==> src/design/fsfwg_pkg.sv <==
// Constants, pin bundle and register map of the flash status polling host
//
// Behaviour
// - Host resets device after timeout flag
// - Host checks window before and after command
// - Host reads twice, compares toggle bits
// - Timeout seen: recheck toggle, fail means reset
// - Interrupted polling restarts from first step
// - Buffer abort flag needs abort-reset sequence
// - Write only with select, strobe low, output-enable high
package fsfwg_pkg;

	// ==========================================
	// Widths
	localparam int ADDR_W = 22;
	localparam int DATA_W = 16;

	// ==========================================
	// Register offsets (APB byte addresses)
	localparam logic [31:0] OFF_CTRL = 32'h0000_0000;
	localparam logic [31:0] OFF_ADDR = 32'h0000_0004;
	localparam logic [31:0] OFF_WDATA = 32'h0000_0008;
	localparam logic [31:0] OFF_RDATA = 32'h0000_000C;
	localparam logic [31:0] OFF_STATUS = 32'h0000_0010;

	// ==========================================
	// Control fields
	localparam int CTRL_OP_LSB = 0;
	localparam int CTRL_OP_W = 3;
	localparam int CTRL_GO = 4;
	localparam int CTRL_STOP = 5;
	localparam logic [2:0] OP_WRITE = 3'h0;
	localparam logic [2:0] OP_READ = 3'h1;
	localparam logic [2:0] OP_POLL = 3'h2;
	localparam logic [2:0] OP_ERASE_ADD = 3'h3;

	// ==========================================
	// Status fields
	localparam int ST_BUSY = 0;
	localparam int ST_DONE = 1;
	localparam int ST_FAIL = 2;
	localparam int ST_ABORT = 3;
	localparam int ST_WIN_AFTER = 4;
	localparam int ST_STOPPED = 5;
	localparam int ST_WIN_BEFORE = 6;

	// ==========================================
	// Status bit positions on the flash data bus
	localparam int BIT_BUSY_TGL = 6;
	localparam int BIT_TIMEOUT = 5;
	localparam int BIT_WINDOW = 3;
	localparam int BIT_BUF_ABORT = 1;

	// ==========================================
	// Command words and unlock addresses
	localparam logic [DATA_W-1:0] CMD_RESET = 16'h00F0;
	localparam logic [DATA_W-1:0] CMD_UNLOCK1 = 16'h00AA;
	localparam logic [DATA_W-1:0] CMD_UNLOCK2 = 16'h0055;
	localparam logic [ADDR_W-1:0] ADR_UNLOCK1 = 22'h00_0555;
	localparam logic [ADDR_W-1:0] ADR_UNLOCK2 = 22'h00_02AA;

	// ==========================================
	// Bus cycle timing
	localparam int CLK_NS = 10;
	localparam int T_ACC_NS = 100;
	localparam int T_WP_NS = 35;
	localparam int T_REC_NS = 20;
	localparam int SYNC_CYC = 2;
	localparam logic [7:0] RD_CYC = 8'((T_ACC_NS + CLK_NS - 1) / CLK_NS + SYNC_CYC);
	localparam logic [7:0] WP_CYC = 8'((T_WP_NS + CLK_NS - 1) / CLK_NS);
	localparam logic [7:0] REC_CYC = 8'((T_REC_NS + CLK_NS - 1) / CLK_NS);

	// ==========================================
	// Flash pin bundle
	typedef struct packed {
		logic ce_n;
		logic oe_n;
		logic we_n;
		logic [ADDR_W-1:0] addr;
		logic [DATA_W-1:0] dq_o;
		logic dq_oe_n;
	} fsfwg_pins_t;

endpackage

==> src/design/fsfwg_host.sv <==
// Host controller: APB registers, flash bus cycles and status polling
module fsfwg_host (
	input wire logic mclk,
	input wire logic reset_n,
	input wire logic psel,
	input wire logic penable,
	input wire logic pwrite,
	input wire logic [31:0] paddr,
	input wire logic [31:0] pwdata,
	output logic [31:0] prdata,
	output logic pready,
	output logic pslverr,
	output fsfwg_pkg::fsfwg_pins_t flash_o,
	input wire logic [fsfwg_pkg::DATA_W-1:0] dq_i
);

	typedef enum {C_IDLE, C_SET, C_STB, C_REC} fsfwg_phase_t;
	typedef enum {S_IDLE, S_WR, S_RD, S_P1, S_P2, S_P3, S_P4, S_CK1, S_CKW, S_CK2,
		S_RST} fsfwg_seq_t;

	// ==========================================
	// Input synchroniser
	logic [fsfwg_pkg::DATA_W-1:0] dq_s1_q;
	logic [fsfwg_pkg::DATA_W-1:0] dq_s2_q;

	always_ff @(posedge mclk) begin
		if (!reset_n) begin
			dq_s1_q <= '0;
			dq_s2_q <= '0;
		end else begin
			dq_s1_q <= dq_i;
			dq_s2_q <= dq_s1_q;
		end
	end

	// ==========================================
	// APB slave
	logic pready_q;
	logic pslverr_q;
	logic [31:0] prdata_q;
	logic [fsfwg_pkg::ADDR_W-1:0] addr_q;
	logic [fsfwg_pkg::DATA_W-1:0] wdata_q;
	logic [fsfwg_pkg::DATA_W-1:0] rdata_q;
	logic [2:0] op_q;
	logic stop_q;
	logic done_q;
	logic fail_q;
	logic abort_q;
	logic win_after_q;
	logic win_before_q;
	logic stopped_q;
	fsfwg_seq_t seq_q;

	wire acc = psel & penable & ~pready_q;
	wire wr_take = psel & penable & pready_q & pwrite;
	wire sel_ctrl = (paddr == fsfwg_pkg::OFF_CTRL);
	wire sel_addr = (paddr == fsfwg_pkg::OFF_ADDR);
	wire sel_wdata = (paddr == fsfwg_pkg::OFF_WDATA);
	wire sel_rdata = (paddr == fsfwg_pkg::OFF_RDATA);
	wire sel_status = (paddr == fsfwg_pkg::OFF_STATUS);
	wire hit = sel_ctrl | sel_addr | sel_wdata | sel_rdata | sel_status;
	wire seq_idle = (seq_q == S_IDLE);
	wire start = wr_take & sel_ctrl & pwdata[fsfwg_pkg::CTRL_GO] & seq_idle;
	wire stop_req = wr_take & sel_ctrl & pwdata[fsfwg_pkg::CTRL_STOP];
	wire done_clr = wr_take & sel_status & pwdata[fsfwg_pkg::ST_DONE];

	logic [31:0] status_w;
	always_comb begin
		status_w = '0;
		status_w[fsfwg_pkg::ST_BUSY] = ~seq_idle;
		status_w[fsfwg_pkg::ST_DONE] = done_q;
		status_w[fsfwg_pkg::ST_FAIL] = fail_q;
		status_w[fsfwg_pkg::ST_ABORT] = abort_q;
		status_w[fsfwg_pkg::ST_WIN_AFTER] = win_after_q;
		status_w[fsfwg_pkg::ST_STOPPED] = stopped_q;
		status_w[fsfwg_pkg::ST_WIN_BEFORE] = win_before_q;
	end

	wire [31:0] rd_mux = sel_ctrl ? {26'h0, stop_q, 2'h0, op_q} :
		sel_addr ? {10'h0, addr_q} :
		sel_wdata ? {16'h0, wdata_q} :
		sel_rdata ? {16'h0, rdata_q} :
		sel_status ? status_w : 32'h0000_0000;

	always_ff @(posedge mclk) begin
		if (!reset_n) begin
			pready_q <= 1'b0;
			pslverr_q <= 1'b0;
			prdata_q <= '0;
		end else begin
			pready_q <= acc;
			pslverr_q <= acc & ~hit;
			if (acc) begin
				prdata_q <= rd_mux;
			end
		end
	end

	always_ff @(posedge mclk) begin
		if (!reset_n) begin
			addr_q <= '0;
			wdata_q <= '0;
			op_q <= fsfwg_pkg::OP_WRITE;
		end else begin
			if (wr_take & sel_addr & seq_idle) begin
				addr_q <= pwdata[fsfwg_pkg::ADDR_W-1:0];
			end
			if (wr_take & sel_wdata & seq_idle) begin
				wdata_q <= pwdata[fsfwg_pkg::DATA_W-1:0];
			end
			if (start) begin
				op_q <= pwdata[fsfwg_pkg::CTRL_OP_LSB +: fsfwg_pkg::CTRL_OP_W];
			end
		end
	end

	assign prdata = prdata_q;
	assign pready = pready_q;
	assign pslverr = pslverr_q;

	// ==========================================
	// Bus cycle engine
	fsfwg_phase_t phase_q;
	fsfwg_pkg::fsfwg_pins_t pins_q;
	logic [7:0] cnt_q;
	logic wr_q;
	logic cyc_done_q;
	logic [fsfwg_pkg::DATA_W-1:0] cap_q;
	logic [1:0] step_q;
	logic rst_abort_q;

	wire bus_state = ~seq_idle;
	wire cyc_req = bus_state & (phase_q == C_IDLE) & ~cyc_done_q;
	wire rst_state = (seq_q == S_RST);
	wire cyc_wr = (seq_q == S_WR) | (seq_q == S_CKW) | rst_state;
	wire [fsfwg_pkg::ADDR_W-1:0] rst_addr = ~rst_abort_q ? addr_q :
		(step_q == 2'h1) ? fsfwg_pkg::ADR_UNLOCK2 : fsfwg_pkg::ADR_UNLOCK1;
	wire [fsfwg_pkg::DATA_W-1:0] rst_data = ~rst_abort_q ? fsfwg_pkg::CMD_RESET :
		(step_q == 2'h0) ? fsfwg_pkg::CMD_UNLOCK1 :
		(step_q == 2'h1) ? fsfwg_pkg::CMD_UNLOCK2 : fsfwg_pkg::CMD_RESET;
	wire [fsfwg_pkg::ADDR_W-1:0] cyc_addr = rst_state ? rst_addr : addr_q;
	wire [fsfwg_pkg::DATA_W-1:0] cyc_data = rst_state ? rst_data : wdata_q;

	always_ff @(posedge mclk) begin
		if (!reset_n) begin
			phase_q <= C_IDLE;
			// Strobes idle high from reset onward
			pins_q <= '{ce_n: 1'b1, oe_n: 1'b1, we_n: 1'b1, addr: '0, dq_o: '0,
				dq_oe_n: 1'b1};
			cnt_q <= '0;
			wr_q <= 1'b0;
			cyc_done_q <= 1'b0;
			cap_q <= '0;
		end else begin
			cyc_done_q <= 1'b0;
			case (phase_q)
			C_IDLE: begin
				if (cyc_req) begin
					pins_q.ce_n <= 1'b0;
					pins_q.addr <= cyc_addr;
					pins_q.dq_o <= cyc_data;
					pins_q.dq_oe_n <= ~cyc_wr;
					wr_q <= cyc_wr;
					phase_q <= C_SET;
				end
			end
			C_SET: begin
				// Write strobe only with select low and output enable high
				pins_q.we_n <= ~wr_q;
				pins_q.oe_n <= wr_q;
				cnt_q <= (wr_q ? fsfwg_pkg::WP_CYC : fsfwg_pkg::RD_CYC) - 8'h01;
				phase_q <= C_STB;
			end
			C_STB: begin
				if (cnt_q == 8'h00) begin
					pins_q.we_n <= 1'b1;
					pins_q.oe_n <= 1'b1;
					pins_q.ce_n <= 1'b1;
					if (!wr_q) begin
						cap_q <= dq_s2_q;
					end
					cnt_q <= fsfwg_pkg::REC_CYC - 8'h01;
					phase_q <= C_REC;
				end else begin
					cnt_q <= cnt_q - 8'h01;
				end
			end
			C_REC: begin
				if (cnt_q == 8'h00) begin
					pins_q.dq_oe_n <= 1'b1;
					cyc_done_q <= 1'b1;
					phase_q <= C_IDLE;
				end else begin
					cnt_q <= cnt_q - 8'h01;
				end
			end
			default: phase_q <= C_IDLE;
			endcase
		end
	end

	assign flash_o = pins_q;

	// ==========================================
	// Operation sequencer
	logic [fsfwg_pkg::DATA_W-1:0] first_q;
	logic finish;
	logic stopped_set;

	wire tgl_same = (cap_q[fsfwg_pkg::BIT_BUSY_TGL] == first_q[fsfwg_pkg::BIT_BUSY_TGL]);

	always_comb begin
		finish = 1'b0;
		stopped_set = 1'b0;
		if (cyc_done_q) begin
			case (seq_q)
			S_WR, S_RD, S_CK2: finish = 1'b1;
			S_P2: begin
				finish = tgl_same | (stop_q & ~cap_q[fsfwg_pkg::BIT_BUF_ABORT]
					& ~cap_q[fsfwg_pkg::BIT_TIMEOUT]);
				stopped_set = ~tgl_same & stop_q & ~cap_q[fsfwg_pkg::BIT_BUF_ABORT]
					& ~cap_q[fsfwg_pkg::BIT_TIMEOUT];
			end
			S_P4: finish = tgl_same;
			S_RST: finish = ~rst_abort_q | (step_q == 2'h2);
			default: finish = 1'b0;
			endcase
		end
	end

	always_ff @(posedge mclk) begin
		if (!reset_n) begin
			seq_q <= S_IDLE;
			first_q <= '0;
			rdata_q <= '0;
			step_q <= '0;
			rst_abort_q <= 1'b0;
			stop_q <= 1'b0;
			fail_q <= 1'b0;
			abort_q <= 1'b0;
			win_after_q <= 1'b0;
			win_before_q <= 1'b0;
			stopped_q <= 1'b0;
			done_q <= 1'b0;
		end else begin
			// Completion beats a same-cycle clear
			done_q <= finish | (done_q & ~done_clr);
			stop_q <= stop_req & ~seq_idle | (stop_q & ~seq_idle & ~start);
			if (stopped_set) begin
				stopped_q <= 1'b1;
			end
			if (start) begin
				fail_q <= 1'b0;
				abort_q <= 1'b0;
				stopped_q <= 1'b0;
				case (pwdata[fsfwg_pkg::CTRL_OP_LSB +: fsfwg_pkg::CTRL_OP_W])
				fsfwg_pkg::OP_WRITE: seq_q <= S_WR;
				fsfwg_pkg::OP_READ: seq_q <= S_RD;
				// Every poll begins at its first read
				fsfwg_pkg::OP_POLL: seq_q <= S_P1;
				fsfwg_pkg::OP_ERASE_ADD: seq_q <= S_CK1;
				default: seq_q <= S_IDLE;
				endcase
			end else if (finish) begin
				seq_q <= S_IDLE;
				if (seq_q != S_WR && seq_q != S_RST) begin
					rdata_q <= cap_q;
				end
			end else if (cyc_done_q) begin
				case (seq_q)
				S_P1: begin
					first_q <= cap_q;
					seq_q <= S_P2;
				end
				S_P2: begin
					rdata_q <= cap_q;
					if (cap_q[fsfwg_pkg::BIT_BUF_ABORT]) begin
						// Abort-reset sequence before array reads
						abort_q <= 1'b1;
						rst_abort_q <= 1'b1;
						step_q <= 2'h0;
						seq_q <= S_RST;
					end else if (cap_q[fsfwg_pkg::BIT_TIMEOUT]) begin
						// Timeout seen: read toggle twice more and compare
						seq_q <= S_P3;
					end else begin
						// Still toggling: poll again in pairs
						seq_q <= S_P1;
					end
				end
				S_P3: begin
					first_q <= cap_q;
					seq_q <= S_P4;
				end
				S_P4: begin
					// Still toggling after timeout: reset command
					rdata_q <= cap_q;
					fail_q <= 1'b1;
					rst_abort_q <= 1'b0;
					step_q <= 2'h0;
					seq_q <= S_RST;
				end
				S_CK1: begin
					// Window checked before and after the command
					win_before_q <= cap_q[fsfwg_pkg::BIT_WINDOW];
					seq_q <= S_CKW;
				end
				S_CKW: seq_q <= S_CK2;
				S_RST: step_q <= step_q + 2'h1;
				default: seq_q <= S_IDLE;
				endcase
			end
			if (cyc_done_q && seq_q == S_CK2) begin
				win_after_q <= cap_q[fsfwg_pkg::BIT_WINDOW];
			end
		end
	end

endmodule

==> config.mk <==
export PLATFORM = sky130hd
export DESIGN_NAME = fsfwg_host
export DESIGN_NICKNAME = d
export VERILOG_FILES = /design/src/design/fsfwg_pkg.sv /design/src/design/fsfwg_host.sv
export SDC_FILE = /design/constraint.sdc
export NUM_CORES = 1
export LEC_CHECK = 0
export BUFFER_PORTS_ARGS = -buffer_cell sky130_fd_sc_hd__buf_2
export CORE_AREA = 2 2 94 164
export CTS_CLUSTER_DIAMETER = 50
export CTS_CLUSTER_SIZE = 28
export DETAILED_ROUTE_END_ITERATION = 10
export DIE_AREA = 0 0 96 166
export PLACE_DENSITY = 0.9
export SETUP_SLACK_MARGIN = 0.15
export SYNTH_ARGS = -nofsm -noshare
export SYNTH_HDL_FRONTEND = slang
export SYNTH_SLANG_ARGS = --single-unit
==> constraint.sdc <==
create_clock -name mclk -period 5 [get_ports mclk]
set_clock_uncertainty 0.2 [all_clocks]
set_input_delay 0.5 -clock mclk [delete_from_list [all_inputs] [get_ports mclk]]
set_output_delay 0.5 -clock mclk [all_outputs]
set_load 0.03 [all_outputs]
==> flow_summary.toml <==
[run_status]
run_status = "finished, final reports clean"

[sta]
max_slew.worst_pin.slew_ns = 1.21
finalCritPeriodShare = 0.609
unrepaired_setup_endpoints_after_global_routing = "false"
clock.fmax_mhz = 329
finalWorstPathRequiredPeriod_ns = 3.04
worst_slack_ns = 1.96
setup_viol_count_final = 0
final.hold.worst_slack_ns = 0.0629
slew-limit-headroom = 0.187
hold_viol = 0
final.setup.tns_ns = 0
slew_viol_final = 0

[power_and_ir_drop]
vdd.ir_drop.worst_uv = 224
switchingPower_mw = 0.765
static-leakage-power_nw = 3.90
pwr_density_cell_mw_per_mm2 = 330
part_of_the_power_in_registers = 0.500
power.switching_fraction = 0.240
comb_power_share = 0.041
clock_power_share = 0.458
intPower_mw = 2.42
total_power_mw = 3.18

[final_layout]
num-fill-cells = 1209
area_of_the_multi_input_gates_mm2 = 0.00397
ff_latch_area_mm2 = 0.00396
final_layout_size_suffix_gt1_frac = 0.187
num-nets-final = 1164
post-route-cell-area_mm2 = 0.00964
area_growth_syn_to_layout_pct = 16.3
diodes = 0

[worst_hold_path]
hold_class = "in -> reg"

[synthesis]
async_reset_ff_frac = 0
flop_and_latch_count_out_of_synthesis = 198
synth_enable_flop_cells = 0
synth.lib_cells_used.distinct = 65
syn_area_per_cell_um2 = 8.58
post_synthesis_cell_area_mm2 = 0.00829
synth_warnings = 0
synth_top_flop_cell = "sky130_fd_sc_hd__dfxtp_1"
synth_cells = 966
synth.yosys.seq_area_share = 0.478

[global_routing]
gr-usage-met1 = 0.298
groute.layer.met2.usage = 0.466
grt_remaining_overflow = 0
global_route.peak_usage_layer = "met2"
gr-usage-met3 = 0.0608
grt_max_degree = 76
grt_pass1_wl_um = 34600
grt_pass1_vias = 7125
grt_antenna_before_repair = 0
global_route.usage.total = 0.275

[clocking]
clk_path_buf_depth = 2
cts-root-buf = "sky130_fd_sc_hd__clkbuf_16"
numClockSinks = 198
post_cts_setup_bufs = 0
cts-hold-fix-buffers = 0
clkLatencyLatePin_ns = 0.45
postCtsResizedCells = 0
cts_made_buffers = 17
cts.htree.levels = 4
cts.reportedPaths.clkPinSlew_ns = 0.07
tritoncts_clock_tree = "yes"

[worst_setup_path]
worstPathRequired_ns = 5.19
crit_fanout = 20
timing.setup.critical_path_class = "reg -> reg"
cp.arrival_ns = 3.23
delay_of_the_slowest_cell_on_the_worst_path_ns = 0.85
cpMaxStageDelayCell = "sky130_fd_sc_hd__nor4_2"
timing.critical_path.cells = "nor4_2 > nand4_1 > nor3_1 > o31ai_1 > o21ba_1"
critical_path.endpoint_type = "flip-flop"
path_delay_family = "simple AND/OR/NAND/NOR gates"
worst-path-buf-inv = 0
critPathLaunchType = "flip-flop"

[route]
route.detailed.drc = 0
ant_nets = 0
detail_route.iter0.violations = 616
num_vias = 7469
routed_wire_length_um = 21400
detailed_router_iteration_count_before_antenna_repair = 7
detail_route.wl_per_cell_um = 16.9
routed_via_density = 5.91

[die]
initial_cell_density_of_the_core = 0.564
core.rowCount = 59
die_w_um = 96
floorplan.core_area_mm2 = 0.0147
chipHeight_um = 166
number_of_top_level_pins = 161
die_area_mm2 = 0.0159

[flow_run]
cap_viol_max_count = 0

[place]
half_perimeter_wire_length_after_placement_um = 14700
weighted_congestion_reported_at_the_end_of_routability_driven_placement = 0.944
io_buffer_count = 140
dpl_cell_area_mm2 = 0.00899
place_ws_ns = 1.85
cell usage in the layout (no fill, tap or decap), types with 5 or more instances in the layout:
cell type	instances
sky130_fd_sc_hd__dfxtp_1	198
sky130_fd_sc_hd__nand2_1	163
sky130_fd_sc_hd__buf_2	139
sky130_fd_sc_hd__nor2_1	77
sky130_fd_sc_hd__a21oi_1	71
sky130_fd_sc_hd__o21ai_0	53
sky130_fd_sc_hd__nand3_1	47
sky130_fd_sc_hd__mux2i_1	38
sky130_fd_sc_hd__and2_1	34
sky130_fd_sc_hd__clkbuf_16	17
sky130_fd_sc_hd__inv_1	16
sky130_fd_sc_hd__nor3_1	15
sky130_fd_sc_hd__o31ai_1	14
sky130_fd_sc_hd__a21o_1	13
sky130_fd_sc_hd__o21ai_1	13
sky130_fd_sc_hd__a22oi_1	12
sky130_fd_sc_hd__ha_1	12
sky130_fd_sc_hd__conb_1	10
sky130_fd_sc_hd__o211ai_1	9
sky130_fd_sc_hd__buf_4	9
sky130_fd_sc_hd__a31oi_1	7
sky130_fd_sc_hd__xor2_1	6
sky130_fd_sc_hd__nor4_4	6
sky130_fd_sc_hd__nor3b_1	5
sky130_fd_sc_hd__or3_1	5
sky130_fd_sc_hd__nand4_1	5
per-stage QoR:
| stage | cells | util |
|---|---|---|
| global placement | 1231 | 0.612 |
| floorplan | 975 | - |
| detailed placement | 1231 | 0.612 |
| CTS | 1263 | 0.656 |
| global route | 1263 | 0.656 |
| finish | 1263 | 0.656 |
sequential cells by signal, summed over array words and instances (netlist names), 16 cells and up:
register	flops
flash_o	42
cap_q	16
dq_s1_q	16
addr_q	22
wdata_q	16
prdata	22
dq_s2_q	16
rdata_q	16
cell usage after synthesis, types with 3 or more instances:
master	count	area share
sky130_fd_sc_hd__nand3_1	47	0.028
sky130_fd_sc_hd__inv_1	16	0.0072
sky130_fd_sc_hd__mux2i_1	38	0.046
sky130_fd_sc_hd__o21ai_1	14	0.0085
sky130_fd_sc_hd__nor4_4	6	0.015
sky130_fd_sc_hd__a211o_1	3	0.0032
sky130_fd_sc_hd__or3_1	5	0.0038
sky130_fd_sc_hd__xor2_1	6	0.0063
sky130_fd_sc_hd__a21oi_1	71	0.043
sky130_fd_sc_hd__nand4_1	5	0.0038
sky130_fd_sc_hd__and2_1	34	0.026
sky130_fd_sc_hd__a22oi_1	12	0.011
sky130_fd_sc_hd__and3_1	3	0.0023
sky130_fd_sc_hd__nor3b_1	6	0.0054
sky130_fd_sc_hd__nor3_1	15	0.0091
sky130_fd_sc_hd__nand2b_1	4	0.0030
sky130_fd_sc_hd__o22ai_1	3	0.0023
sky130_fd_sc_hd__a31oi_1	7	0.0053
sky130_fd_sc_hd__o31ai_1	14	0.013
sky130_fd_sc_hd__buf_4	11	0.010
sky130_fd_sc_hd__nor2b_1	4	0.0030
sky130_fd_sc_hd__nor4_2	4	0.0060
sky130_fd_sc_hd__nor2_1	77	0.035
sky130_fd_sc_hd__nor4b_1	4	0.0042
sky130_fd_sc_hd__a41oi_1	3	0.0032
sky130_fd_sc_hd__nand2_1	163	0.074
sky130_fd_sc_hd__o2bb2ai_1	3	0.0032
sky130_fd_sc_hd__a21o_1	13	0.012
sky130_fd_sc_hd__ha_1	12	0.018
sky130_fd_sc_hd__a32oi_1	3	0.0032
sky130_fd_sc_hd__nor4_1	3	0.0023
sky130_fd_sc_hd__buf_1	6	0.0027
sky130_fd_sc_hd__o21ai_0	53	0.032
sky130_fd_sc_hd__o211ai_1	9	0.0082
sky130_fd_sc_hd__clkbuf_1	56	0.025
sky130_fd_sc_hd__dfxtp_1	198	0.48
path summary, 6_finish.rpt:
| check | from | end | slack, ns | cells past startpoint |
|---|---|---|---|---|
| max | seq_q[3] | seq_q[0] | 1.96 | 5 |
| min | dq_i[7] | dq_s1_q[7] | 0.06 | 2 |
| max reg2reg | seq_q[3] | seq_q[0] | 1.96 | 5 |
| min reg2reg | dq_s1_q[3] | dq_s2_q[3] | 0.23 | 1 |
worst reg2reg max path, cell delays in order, from the launching register on:
cell and delay (ns):
sky130_fd_sc_hd__dfxtp_1 0.54, sky130_fd_sc_hd__nor4_2 0.85, sky130_fd_sc_hd__nand4_1 0.21, sky130_fd_sc_hd__nor3_1 0.79, sky130_fd_sc_hd__o31ai_1 0.17, sky130_fd_sc_hd__o21ba_1 0.24
power groups by stage:
stage | registers [mW] | logic (mW) | clock network, mW
after global placement | 1.63 | 0.128 | 0
after CTS | 1.59 | 0.130 | 1.46
after global routing | 1.59 | 0.143 | 1.53
final | 1.59 | 0.132 | 1.46
after floorplan | 1.63 | 0.0759 | 0
after detailed placement | 1.63 | 0.130 | 0
cells by family (layout without fill, tap and decap cells):
group	count (synthesis)	count (layout)	synth area share
other	1	10	0.000452
buffers and inverters	92	197	0.0477
multiplexers	40	40	0.0500
XOR/XNOR	8	8	0.00845
AND/OR/NAND/NOR	394	394	0.236
flip-flops	198	198	0.478
AO/OA/AOI/OAI	221	221	0.161
adder cells (fa/ha/maj)	12	12	0.0181
routing by layer:
metal,share of wire,vias up
li1,-,3538
met1,0.36,3459
met2,0.51,374
met3,0.072,98
met4,0.065,0
met5,0,-
final cells by class:
class                      count  area share
clock buffer                  18      0.0456
timing repair buffer         148      0.0792
inverter                      17     0.00662
multi-input combinational    685       0.412
sequential                   198       0.411
tap                          183      0.0238
clock inverter                14      0.0213
No activity file was read; power rests on OpenSTA's default activity.
